**config.mk**
```make
export PLATFORM = sky130hd
export DESIGN_NAME = scir_config_regs
export DESIGN_NICKNAME = d
export VERILOG_FILES = /design/src/logic/scir_pkg.sv /design/src/logic/scir_config_regs.sv /design/src/logic/scir_pin_sync.sv
export VERILOG_INCLUDE_DIRS = /design/src /design/src/logic
export SDC_FILE = /design/constraint.sdc
export NUM_CORES = 1
export LEC_CHECK = 0
export ABC_AREA = 1
export BUFFER_PORTS_ARGS = -buffer_cell sky130_fd_sc_hd__buf_2
export CORE_MARGIN = 2
export CORE_UTILIZATION = 58
export CTS_BUF_LIST = sky130_fd_sc_hd__clkbuf_2 sky130_fd_sc_hd__clkbuf_4 sky130_fd_sc_hd__clkbuf_8
export DETAILED_ROUTE_END_ITERATION = 10
export PLACE_DENSITY = 0.84
export RECOVER_POWER = 25
export SYNTH_ARGS = -nofsm -noshare
export SYNTH_HDL_FRONTEND = slang
export SYNTH_SLANG_ARGS = --single-unit
```
**constraint.sdc**
```tcl
create_clock -name clk -period 3.4 [get_ports clk]
set_clock_uncertainty 0.15 [all_clocks]
set_input_delay 0.34 -clock clk [delete_from_list [all_inputs] [get_ports clk]]
set_output_delay 0.34 -clock clk [all_outputs]
set_load 0.005 [all_outputs]
```
**src/logic/scir_regs.svh**
```systemverilog
// Purpose: addresses, field positions, reset values and timing counts of the configuration bank
// Assumes: 15-bit register address, byte-wide registers
// Notes: definitions only
`ifndef SCIR_REGS_SVH
`define SCIR_REGS_SVH

// ----------------------------------------
// register addresses
// ----------------------------------------
`define SCIR_ADDR_IFCFG 15'h0000
`define SCIR_ADDR_PWR 15'h0002
`define SCIR_ADDR_CLASS 15'h0003
`define SCIR_ADDR_PID_LO 15'h0004
`define SCIR_ADDR_PID_HI 15'h0005
`define SCIR_ADDR_REV 15'h0006
`define SCIR_ADDR_MAKER_LO 15'h000C
`define SCIR_ADDR_MAKER_HI 15'h000D
`define SCIR_ADDR_DEMADJ 15'h0727
`define SCIR_ADDR_DEMDITH 15'h0729
`define SCIR_ADDR_OFS0 15'h072A
`define SCIR_ADDR_OFS3 15'h072D

// ----------------------------------------
// fields and reset values
// ----------------------------------------
`define SCIR_SRST_BIT 7
`define SCIR_ASC_BIT 5
`define SCIR_FIXED_BIT 4
`define SCIR_IFCFG_RESET 8'h30
`define SCIR_PWR_RESET 8'h00
`define SCIR_CLASS_RSV_RESET 4'h0
`define SCIR_DEM_RESET 8'h00
`define SCIR_OFS_RESET 32'h0000_0000
`define SCIR_MODE_NORMAL 2'h0
`define SCIR_MODE_PDN 2'h3

// ----------------------------------------
// serial framing and timing
// ----------------------------------------
`define SCIR_INSTR_LAST 5'h0F
`define SCIR_BYTE_LAST 5'h07
`define SCIR_CLK_NS 50
`define SCIR_SRST_NS 5
`define SCIR_SRST_CYC_RAW (`SCIR_SRST_NS / `SCIR_CLK_NS)
`define SCIR_SRST_CYC ((`SCIR_SRST_CYC_RAW < 1) ? 4'h1 : 4'(`SCIR_SRST_CYC_RAW))

`endif

```
**src/logic/scir_pkg.sv**
```systemverilog
// Purpose: types shared by the configuration bank
// Assumes: nothing
// Notes: state of each module is one packed struct
package scir_pkg;

	// serial frame phase, gray along idle -> instruction -> data
	typedef enum logic [1:0] {
		SCIR_IDLE = 2'h0,
		SCIR_INSTR = 2'h1,
		SCIR_DATA = 2'h3
	} scir_phase_t;

	typedef struct packed {
		logic [7:0] ifCfg;
		logic [7:0] pwrCfg;
		logic [3:0] classRsv;
		logic [7:0] demAdj;
		logic [7:0] demDith;
		logic [31:0] ofs;
	} scir_regs_t;

	typedef struct packed {
		scir_phase_t phase;
		logic [4:0] bitCnt;
		logic [15:0] shift;
		logic isRead;
		logic [14:0] addr;
		logic [7:0] txByte;
		logic sdo;
		logic sdoEn;
		logic prevSclk;
	} scir_link_t;

	typedef struct packed {
		scir_regs_t regs;
		scir_link_t link;
		logic [3:0] chipRst;
	} scir_state_t;

	typedef struct packed {
		logic s1;
		logic s2;
		logic s3;
		logic level;
	} scir_sync_t;

endpackage : scir_pkg

```
**src/logic/scir_config_regs.sv**
```systemverilog
// Purpose: serial-reached configuration and identification bank of a converter
// Assumes: mode 0 serial link, 16-bit instruction (read flag, 15-bit address) then data bytes
// Notes: serial pins are oversampled by clk, so the serial clock must run well below clk/6
`timescale 1ns/1ps
`default_nettype none
`include "scir_regs.svh"

// Operation
// - writing one to the top interface bit resets every register, itself included
// - that reset bit clears itself and always reads zero
// - stream direction bit: zero decrements address, one (default) increments
// - interface register reads 0x30 after reset; bit four always one
// - two-bit power mode: zero normal, three full power-down; one, two reserved
// - part class low nibble is a fixed read-only class code
// - part identifier is fixed 16 bits read as two consecutive bytes
// - silicon revision is a fixed read-only byte
// - maker code is fixed 16 bits at two bytes from offset 0xC
// - mismatch-shaping bytes at 0x727, 0x729; output offset in 0x72A to 0x72D
module scir_config_regs #(
	parameter logic [3:0] CLASS_CODE = 4'h9,      // arbitrary value
	parameter logic [15:0] PART_ID = 16'h1234,    // arbitrary value
	parameter logic [7:0] SILICON_REV = 8'h21,    // arbitrary value
	parameter logic [15:0] MAKER_ID = 16'h00A5    // arbitrary value
) (
	input wire logic clk,
	input wire logic reset,
	input wire logic spiSclk,
	input wire logic spiCsN,
	input wire logic spiSdi,
	output logic spiSdo,
	output logic spiSdoEn,
	output logic [1:0] powerMode,
	output logic streamAscend,
	output logic [7:0] mismatchShapingAdjust,
	output logic [7:0] mismatchShapingDitherCtrl,
	output logic [31:0] outputOffsetAdjust,
	output logic chipResetReq
);

	localparam scir_pkg::scir_regs_t REGS_RESET = '{
		ifCfg: `SCIR_IFCFG_RESET,
		pwrCfg: `SCIR_PWR_RESET,
		classRsv: `SCIR_CLASS_RSV_RESET,
		demAdj: `SCIR_DEM_RESET,
		demDith: `SCIR_DEM_RESET,
		ofs: `SCIR_OFS_RESET
	};
	localparam logic [2:0] PIN_RST = 3'h2;  // chip select idles high

	scir_pkg::scir_state_t s;
	scir_pkg::scir_state_t next_s;
	logic [2:0] pinRaw;
	logic [2:0] pinLvl;
	logic sclkLvl;
	logic csNLvl;
	logic sdiLvl;
	logic sclkRise;
	logic sclkFall;
	logic wrStb;
	logic [14:0] wrAddr;
	logic [7:0] wrData;
	logic stepStb;
	logic [7:0] rdData;
	logic [15:0] shiftNext;
	logic [14:0] stepAddr;

	// ----------------------------------------
	// pin synchronisers
	// ----------------------------------------
	assign pinRaw = {spiSclk, spiCsN, spiSdi};
	for (genvar g = 0; g < 3; g++) begin : gSync
		scir_pin_sync #(
			.RST_LEVEL(PIN_RST[g])
		) uSync (
			.clk(clk),
			.reset(reset),
			.pinIn(pinRaw[g]),
			.level(pinLvl[g])
		);
	end
	assign sclkLvl = pinLvl[2];
	assign csNLvl = pinLvl[1];
	assign sdiLvl = pinLvl[0];
	assign sclkRise = sclkLvl && !s.link.prevSclk;
	assign sclkFall = !sclkLvl && s.link.prevSclk;

	// ----------------------------------------
	// read decode
	// ----------------------------------------
	// unlisted and reserved addresses read zero
	function automatic logic [7:0] readByte(input scir_pkg::scir_regs_t r, input logic [14:0] a);
		logic [4:0] ofsBit;
		ofsBit = {a[1:0] - 2'h2, 3'h0};
		readByte = 8'h00;
		case (a)
			`SCIR_ADDR_IFCFG: readByte = r.ifCfg;
			`SCIR_ADDR_PWR: readByte = r.pwrCfg;
			`SCIR_ADDR_CLASS: readByte = {r.classRsv, CLASS_CODE};
			`SCIR_ADDR_PID_LO: readByte = PART_ID[7:0];
			`SCIR_ADDR_PID_HI: readByte = PART_ID[15:8];
			`SCIR_ADDR_REV: readByte = SILICON_REV;
			`SCIR_ADDR_MAKER_LO: readByte = MAKER_ID[7:0];
			`SCIR_ADDR_MAKER_HI: readByte = MAKER_ID[15:8];
			`SCIR_ADDR_DEMADJ: readByte = r.demAdj;
			`SCIR_ADDR_DEMDITH: readByte = r.demDith;
			default: begin
				if (a >= `SCIR_ADDR_OFS0 && a <= `SCIR_ADDR_OFS3) begin
					readByte = r.ofs[ofsBit +: 8];
				end
			end
		endcase
	endfunction : readByte

	assign rdData = readByte(s.regs, s.link.addr);

	// ----------------------------------------
	// serial engine and register writes
	// ----------------------------------------
	always_comb begin
		next_s = s;
		wrStb = 1'b0;
		wrAddr = s.link.addr;
		wrData = 8'h00;
		stepStb = 1'b0;
		shiftNext = {s.link.shift[14:0], sdiLvl};
		stepAddr = s.regs.ifCfg[`SCIR_ASC_BIT] ? s.link.addr + 15'h0001 : s.link.addr - 15'h0001;
		next_s.link.prevSclk = sclkLvl;
		if (s.chipRst != 4'h0) begin
			next_s.chipRst = s.chipRst - 4'h1;
		end
		if (csNLvl) begin
			// frame over: release the data line
			next_s.link.phase = scir_pkg::SCIR_IDLE;
			next_s.link.bitCnt = 5'h00;
			next_s.link.sdoEn = 1'b0;
		end else if (sclkRise) begin
			next_s.link.shift = shiftNext;
			next_s.link.bitCnt = s.link.bitCnt + 5'h01;
			case (s.link.phase)
				scir_pkg::SCIR_DATA: begin
					if (s.link.bitCnt == `SCIR_BYTE_LAST) begin
						next_s.link.bitCnt = 5'h00;
						stepStb = 1'b1;
						wrStb = !s.link.isRead;
						wrData = shiftNext[7:0];
						next_s.link.addr = stepAddr;
						next_s.link.txByte = readByte(s.regs, stepAddr);
					end
				end
				default: begin
					next_s.link.phase = scir_pkg::SCIR_INSTR;
					if (s.link.bitCnt == `SCIR_INSTR_LAST) begin
						next_s.link.phase = scir_pkg::SCIR_DATA;
						next_s.link.bitCnt = 5'h00;
						next_s.link.isRead = shiftNext[15];
						next_s.link.addr = shiftNext[14:0];
						next_s.link.txByte = readByte(s.regs, shiftNext[14:0]);
					end
				end
			endcase
		end else if (sclkFall && s.link.phase == scir_pkg::SCIR_DATA && s.link.isRead) begin
			// launch next read bit, msb first
			next_s.link.sdo = s.link.txByte[7];
			next_s.link.txByte = {s.link.txByte[6:0], 1'b0};
			next_s.link.sdoEn = 1'b1;
		end
		if (wrStb) begin
			case (wrAddr)
				`SCIR_ADDR_IFCFG: begin
					if (wrData[`SCIR_SRST_BIT]) begin
						next_s.regs = REGS_RESET;
						next_s.chipRst = `SCIR_SRST_CYC;
					end else begin
						next_s.regs.ifCfg = wrData;
						next_s.regs.ifCfg[`SCIR_SRST_BIT] = 1'b0;
						next_s.regs.ifCfg[`SCIR_FIXED_BIT] = 1'b1;
					end
				end
				`SCIR_ADDR_PWR: next_s.regs.pwrCfg = wrData;
				`SCIR_ADDR_CLASS: next_s.regs.classRsv = wrData[7:4];
				`SCIR_ADDR_DEMADJ: next_s.regs.demAdj = wrData;
				`SCIR_ADDR_DEMDITH: next_s.regs.demDith = wrData;
				default: begin
					if (wrAddr >= `SCIR_ADDR_OFS0 && wrAddr <= `SCIR_ADDR_OFS3) begin
						next_s.regs.ofs[{wrAddr[1:0] - 2'h2, 3'h0} +: 8] = wrData;
					end
				end
			endcase
		end
	end

	always_ff @(posedge clk) begin
		if (reset) begin
			s <= '{regs: REGS_RESET, link: '{phase: scir_pkg::SCIR_IDLE, default: '0}, chipRst: 4'h0};
		end else begin
			s <= next_s;
		end
	end

	// ----------------------------------------
	// outputs
	// ----------------------------------------
	assign spiSdo = s.link.sdo;
	assign spiSdoEn = s.link.sdoEn;
	assign powerMode = s.regs.pwrCfg[1:0];
	assign streamAscend = s.regs.ifCfg[`SCIR_ASC_BIT];
	assign mismatchShapingAdjust = s.regs.demAdj;
	assign mismatchShapingDitherCtrl = s.regs.demDith;
	assign outputOffsetAdjust = s.regs.ofs;
	assign chipResetReq = s.chipRst != 4'h0;

	// ----------------------------------------
	// checks
	// ----------------------------------------
	a_srst_reload: assert property (@(posedge clk) disable iff (reset)
		wrStb && wrAddr == `SCIR_ADDR_IFCFG && wrData[`SCIR_SRST_BIT]
		|=> s.regs == REGS_RESET && chipResetReq)
		else $error("soft reset did not restore registers");
	a_srst_selfclr: assert property (@(posedge clk) disable iff (reset)
		!s.regs.ifCfg[`SCIR_SRST_BIT] && !(s.link.addr == `SCIR_ADDR_IFCFG && rdData[`SCIR_SRST_BIT]))
		else $error("reset bit reads one");
	a_stream_step: assert property (@(posedge clk) disable iff (reset)
		stepStb |=> s.link.addr == ($past(streamAscend) ? $past(s.link.addr) + 15'h0001
			: $past(s.link.addr) - 15'h0001))
		else $error("stream address stepped wrong way");
	a_reset_value: assert property (@(posedge clk)
		$past(reset) && !reset |-> s.regs.ifCfg == `SCIR_IFCFG_RESET)
		else $error("interface register reset value wrong");
	a_fixed_one: assert property (@(posedge clk) disable iff (reset) s.regs.ifCfg[`SCIR_FIXED_BIT])
		else $error("fixed bit not one");
	a_power_mode: assert property (@(posedge clk) disable iff (reset)
		wrStb && wrAddr == `SCIR_ADDR_PWR |=> powerMode == $past(wrData[1:0]))
		else $error("power mode not updated");
	a_class_code: assert property (@(posedge clk) disable iff (reset)
		s.link.addr == `SCIR_ADDR_CLASS |-> rdData[3:0] == CLASS_CODE)
		else $error("class code altered");
	a_part_id: assert property (@(posedge clk) disable iff (reset)
		s.link.addr == `SCIR_ADDR_PID_HI |-> rdData == PART_ID[15:8])
		else $error("part identifier high byte wrong");
	a_rev_code: assert property (@(posedge clk) disable iff (reset)
		s.link.addr == `SCIR_ADDR_REV |-> rdData == SILICON_REV)
		else $error("revision byte wrong");
	a_maker_code: assert property (@(posedge clk) disable iff (reset)
		s.link.addr == `SCIR_ADDR_MAKER_LO |-> rdData == MAKER_ID[7:0])
		else $error("maker code low byte wrong");
	a_offset_write: assert property (@(posedge clk) disable iff (reset)
		wrStb && wrAddr == `SCIR_ADDR_OFS3 |=> outputOffsetAdjust[31:24] == $past(wrData))
		else $error("offset top byte not written");
	a_rsv_keep: assert property (@(posedge clk) disable iff (reset)
		wrStb && wrAddr == `SCIR_ADDR_IFCFG && !wrData[`SCIR_SRST_BIT]
		|=> s.regs.ifCfg[3:0] == $past(wrData[3:0]) && s.regs.ifCfg[6] == $past(wrData[6]))
		else $error("reserved bits not kept");

endmodule : scir_config_regs

`default_nettype wire

```
**src/logic/scir_pin_sync.sv**
```systemverilog
// Purpose: three-flop synchroniser with agreement filter for one pin
// Assumes: pin is asynchronous to clk
// Notes: level changes only once the second and third flops agree
`timescale 1ns/1ps
`default_nettype none

module scir_pin_sync #(
	parameter logic RST_LEVEL = 1'b0
) (
	input wire logic clk,
	input wire logic reset,
	input wire logic pinIn,
	output logic level
);

	scir_pkg::scir_sync_t s;
	scir_pkg::scir_sync_t next_s;

	// ----------------------------------------
	// shift chain and filter
	// ----------------------------------------
	// first flop feeds only the second
	always_comb begin
		next_s = s;
		next_s.s1 = pinIn;
		next_s.s2 = s.s1;
		next_s.s3 = s.s2;
		if (s.s2 == s.s3) begin
			next_s.level = s.s3;
		end
	end

	always_ff @(posedge clk) begin
		if (reset) begin
			s <= {RST_LEVEL, RST_LEVEL, RST_LEVEL, RST_LEVEL};
		end else begin
			s <= next_s;
		end
	end

	assign level = s.level;

endmodule : scir_pin_sync

`default_nettype wire

```
## Word-level counts from Yosys, hierarchy flattened

Cells that the tools add are included.
Widths: inputs -> output; s select.

| cells by class | value |
|---|---|
| shift operators | 4 |
| multiplexer cells | 34 |
| magnitude comparators | 6 |
| bitwise operators | 4 |
| eq/ne operators | 32 |
| reduce and logical (&&, ||, !) cells | 36 |
| add/sub/neg operators | 8 |

Operators by type and width:

| cell | number |
|---|---|
| $pmux 8 s10 | 2 |
| $eq 15x11->1 const B | 6 |
| $eq 15x2->1 const B | 6 |
| $eq 15x3->1 const B | 6 |
| $mux 23 | 3 |
| $pmux 32 s2 | 1 |
| $shiftx 32x6->8 | 2 |
| $eq 15x4->1 const B | 4 |
| $mux 60 | 1 |
| $mux 8 | 7 |
| $pmux 8 s2 | 3 |
| $ge 15x11->1 const B | 3 |
| $le 15x11->1 const B | 3 |
| $logic_not 15->1 | 3 |
| $bwmux 32 | 1 |
| $mux 32 | 1 |
| $shift 8x7->32 const A | 1 |
| $shiftx 8x7->32 | 1 |
| $mux 4 | 4 |
| $reduce_and 4->1 | 4 |
| $add 15x1->15 const B | 1 |
| $mux 15 | 1 |
| $reduce_and 3->1 | 5 |
| $sub 15x1->15 const B | 1 |
| other kinds (24) | 54 |

| word-level totals | value |
|---|---|
| word-level logic and storage cells | 152 |
| register bits | 133 |
| output and inout bits | 54 |

## Depth between registers and ports, before layout

| depth | value |
|---|---|
| word-level depth | 9 |
| depth in mapped cells | 27 |
| gate-level depth less buffers | 23 |

## By module

A second synthesis with hierarchy kept.

| second synthesis, totals | value |
|---|---|
| cells, all modules | 1435 |
| area total of the unflattened synthesis | 9252.6 um^2 |

Modules (own cells, without submodules):

| module | cells an instance | instances | area each (um^2) |
|---|---|---|---|
| scir_config_regs | 1394 | 1 | 8881.0 |
| scir_pin_sync at gSync[0].uSync ... | 13 | 2 | 121.4 |
| scir_pin_sync at gSync[1].uSync | 15 | 1 | 128.9 |

## Worst setup path after synthesis

No wires, ideal clock.

| timing | value |
|---|---|
| path kind | register to register |
| from | reg s (netlist bit wrAddr[0]) |
| to | reg s[9] in the netlist's numbering |
| cell stages (with the launch flop) | 23 |
| required time | 3.123 ns |
| arrival time | 3.366 ns |
| setup time | 0.127 ns |
| path slack | -0.243 ns |
| cells stage by stage | dfxtp_1 -> buf_2 -> inv_1 -> clkbuf_1 -> clkbuf_1 -> clkbuf_1 -> fa_1 -> inv_1 -> nand3_1 -> nand2_1 -> nand2_1 -> nand2_2 -> nand3_4 -> nor3_4 -> nand3_2 -> nand3_1 -> nor2_4 -> nand2_2 -> nand2_1 -> nand3_1 -> nand2_1 -> nand2_1 -> a21oi_2 |

| on the way | value |
|---|---|
| word-level cells in the longest chain between the ends | 9 |

Ends and longest elaborated chain:

| item | RTL line | source |
|---|---|---|
| start, declared | scir_config_regs.sv:50 | `scir_pkg::scir_state_t s;` |
| start signal, assigned | scir_config_regs.sv:196 | `s <= next_s;` |
| $sub 15x1->15 or $add 15x1->15 (tied branches) | scir_config_regs.sv:126 | `` stepAddr = s.regs.ifCfg[`SCIR_ASC_BIT] ? s.link.addr + 15'h0001 : s.link.addr - 15'h0001; `` |
| $mux 15 (*) | scir_config_regs.sv:126 |  |
| $sub 2x2->2 (tied with other cells) | scir_config_regs.sv:93 | `ofsBit = {a[1:0] - 2'h2, 3'h0};` |
| $shiftx 32x6->8 or $logic_and 1x1->1 (tied branches) | n/a |  |
| $mux 8 | scir_config_regs.sv:107 | `` if (a >= `SCIR_ADDR_OFS0 && a <= `SCIR_ADDR_OFS3) begin `` |
| $pmux 8 s10 (*) | scir_config_regs.sv:95 | `case (a)` |
| $mux 23 (*) | scir_config_regs.sv:141 | `` if (s.link.bitCnt == `SCIR_BYTE_LAST) begin `` |
| $mux 23 (*) | scir_config_regs.sv:139 | `case (s.link.phase)` |
| $mux 8 (*) | scir_config_regs.sv:136 | `end else if (sclkRise) begin` |

Mark *: on every way between the ends. The rest lies on a longest branch, timed or not. The select of a mux whose other input is x is not followed.
A chain may end at the register's enable or synchronous reset.

## Worst setup path in the final report

| timing | value |
|---|---|
| from | reg s (netlist bit streamAscend) |
| to | reg s[12] in the netlist's numbering |

| on the way | value |
|---|---|
| word-level cells in the longest chain between the ends | 8 |

Ends and longest elaborated chain:

| item | RTL line |
|---|---|
| $mux 15 | scir_config_regs.sv:126 |
| $sub 2x2->2 (tied with other cells) | scir_config_regs.sv:93 |
| $shiftx 32x6->8 or $logic_and 1x1->1 (tied branches) | n/a |
| $mux 8 | scir_config_regs.sv:107 |
| $pmux 8 s10 | scir_config_regs.sv:95 |
| $mux 23 | scir_config_regs.sv:141 |
| $mux 23 (*) | scir_config_regs.sv:139 |
| $mux 8 (*) | scir_config_regs.sv:136 |

Marked as above.

==> results.tsv <==
metric	value	unit
drt_first_pass_iters	6	
vias	10100	
gp_congestion	1.02	
crit_type	flop to flop	
post_dp_cell_area	9650	µm²
root_buffer	clkbuf_8	
fin_tns_setup	0	ns
slew_headroom	25.3	%
cp-start-kind	flop	
end_kind	flop	
fmax	305	MHz
period_needed	3.28	ns
drive_gt1_share	18.5	%
portBuffers	58	
grt_pass1_wl	48.3	mm
wl	31.5	mm
antenna_found_initial	1	
mostFrequentLayoutCell	nand2_1	
synth_top_cell_by_area	dfxtp_1	
track_usage	36.9	%
io_pins	59	
cp.required	3.66	ns
cts_tree	yes	
path_clk_slew	0.09	ns
rows	46	
area_delta_synth_final	11.3	%
synth_seq_cells	131	
die-height	131	µm
power.leakage	4.40	nW
path_max_fanout	13	
grt_pass1_vias	8809	
combPwrFrac	5.4	%
wl_per_cell	18.8	µm
slew_viol_final	0	
hold_viol_final	0	
numCtsBuffers	17	
synth.area.top_cells	dfxtp_1 (28%), nand2_1 (12%), inv_1 (7.3%), a21oi_1 (7.0%), nand3_1 (5.4%)	
power_switching	0.904	mW
synth_nets	1448	
power.internal	2.18	mW
period_share	96.5	%
grt_max_degree	57	
post-route-drc-count	0	
p_clk_share	43.5	%
peakVddDrop	0.311	mV
yosysWarningCount	0	
min_path_cells	2	
antenna_cells	0	
layout_common_cells	nand2_1 (288), inv_1 (182), a21oi_1 (130)	
power_switching_share	29.3	%
worstHoldPathType	input port to flop	
fin_nets	1482	
synthDominantCellAreaShare	28.0	%
syn_area	9360	µm²
design_area	10400	µm²
reg2regPathDepth	23	
hold_ws	0.124	ns
avgSynthCellArea	6.61	µm²
status	completed	
start_util	59.1	%
clkLatencyLatePin	0.48	ns
ant_nets	0	
core	15800	µm²
cellPowerDensity	296	nW/µm²
viasPerCell	6.00	
worst_pin_slew	1.11	ns
die_area	17200	µm²
cts_max_path_buffers	2	
yosysSeqAreaShare	28.0	%
chipWidth	131	µm
first_iter_violations	1425	
postSynthCellCount	1415	
clock-sinks	131	
grt-ovfl-total	0	
arrival	3.54	ns
htree_levels	4	
maxCapViolations	0	
setup_viol	0	
rsz0062_at_grt	yes	
synth.distinct_cells	58	
sequentialPowerShare	51.0	%
dp_hpwl	23.3	mm
## power groups by stage
| stage | combinational, mW | clock, mW | sequential (mW) |
|---|---|---|---|
| detailed placement | 0.164 | 0 | 1.61 |
| finish | 0.167 | 1.34 | 1.57 |
| CTS | 0.167 | 1.35 | 1.57 |
| global placement | 0.157 | 0 | 1.61 |
| global route | 0.190 | 1.40 | 1.58 |
| floorplan | 0.128 | 0 | 1.61 |
## synthesized netlist by cell type, drive strengths merged
cell,count
fa,1
o22ai,16
xor2,4
o2bb2ai,1
o31ai,4
o21ai,80
o2111ai,2
o211ai,1
clkbuf,30
clkinv,1
inv,202
o311ai,1
nand3b,4
nand3,112
buf,67
o21bai,1
a31oi,12
dfxtp,131
or2,4
nand2,301
nor4,14
nor2,120
o21a,8
a2111oi,2
nand4,43
a211oi,27
xnor2,3
and2,3
a221oi,9
a21oi,138
a22oi,4
o41ai,1
nor3b,3
o221ai,1
nor3,37
ha,27
## cell type report
class,instances,area (µm²)
Clock buffer,17,234
Clock inverter,15,164
Fill cell,1434,5410
Inverter,203,766
Multi-Input combinational cell,985,5590
Sequential cell,131,2630
Tap cell,216,270
Timing Repair Buffer,111,766
## worst max-delay path, cell delays in order, from the launching register on
cell	delay [ns]
dfxtp_2	0.37
clkinvlp_4	0.10
buf_12	0.17
ha_2	0.39
nand2_1	0.09
nor2_2	0.14
and2_1	0.13
nand2_1	0.08
nand2_1	0.10
nand2_1	0.08
nand2_2	0.08
nand2_1	0.08
nor2_4	0.21
buf_12	0.17
nand3_2	0.12
nand2_1	0.16
nor2_1	0.06
nand2_1	0.06
nor2_1	0.07
nand2_1	0.08
nand3_1	0.07
nand2_1	0.08
nand2_1	0.05
a21oi_1	0.11
## cells by family (layout without fill, tap and decap cells)
family | after synthesis | in the layout | share of synthesized area [%]
AND/OR/NAND/NOR | 641 | 642 | 33.0
buffers and inverters | 300 | 346 | 14.7
adder cells (fa/ha/maj) | 28 | 28 | 3.82
XOR/XNOR | 7 | 7 | 0.655
flip-flops | 131 | 131 | 28.0
AO/OA/AOI/OAI | 308 | 308 | 19.8
## flip-flops by register name, summed over array words and instances, names as in the netlist
| name | flops |
|---|---|
| outputOffsetAdjust | 32 |
| mismatchShapingAdjust | 8 |
| powerMode | 2 |
| spiSdoEn | 1 |
| streamAscend | 1 |
| spiSdo | 1 |
| s | 51 |
| wrAddr | 15 |
| mismatchShapingDitherCtrl | 8 |
| gSync.uSync.s | 3 |
| gSync.uSync.next_s | 6 |
| gSync.uSync.level | 3 |
## worst paths after layout
path,slack [ns],start,endpoint
setup reg to reg,0.12,streamAscend,s[12]
hold / removal,0.12,reset,gSync[0].uSync.s[1]
hold reg to reg,0.26,gSync[2].uSync.next_s[2],gSync[2].uSync.next_s[1]
setup / recovery,0.12,streamAscend,s[12]
## metal layers
metal / part of all wire, % / track usage, % / wire length [µm] / vias up
met4: 4.3 / 16.0 / 1370 / 0
li1: - / - / - / 4771
met5: 0 / 0 / 0 / -
met3: 11 / 8.22 / 3410 / 119
met1: 41 / 49.8 / 12900 / 4531
met2: 44 / 56.8 / 13900 / 654
## metrics by stage
stage / utilization, % / total power [mW] / instances / setup WS, ns
6_report: 65.8 / 3.08 / 1678 / 0.118
5_1_grt: 65.8 / 3.17 / 1678 / -0.0375
4_1_cts: 63.7 / 3.09 / 1670 / 0.0250
3_5_place_dp: 61.0 / 1.77 / 1635 / -0.0261
3_3_place_gp: 61.0 / 1.76 / 1635 / 0.0458
2_1_floorplan: - / 1.73 / 1415 / 0.00654
## repair_timing
item,CTS,global route
buffers inserted,0,6
pin swaps,0,4
hold buffers,3,0
endpoints found under the hold margin,3,0
gates resized for setup,1,44
cloned,0,2
setup endpoints to repair,1,8
(Power assumes the default switching activity.)
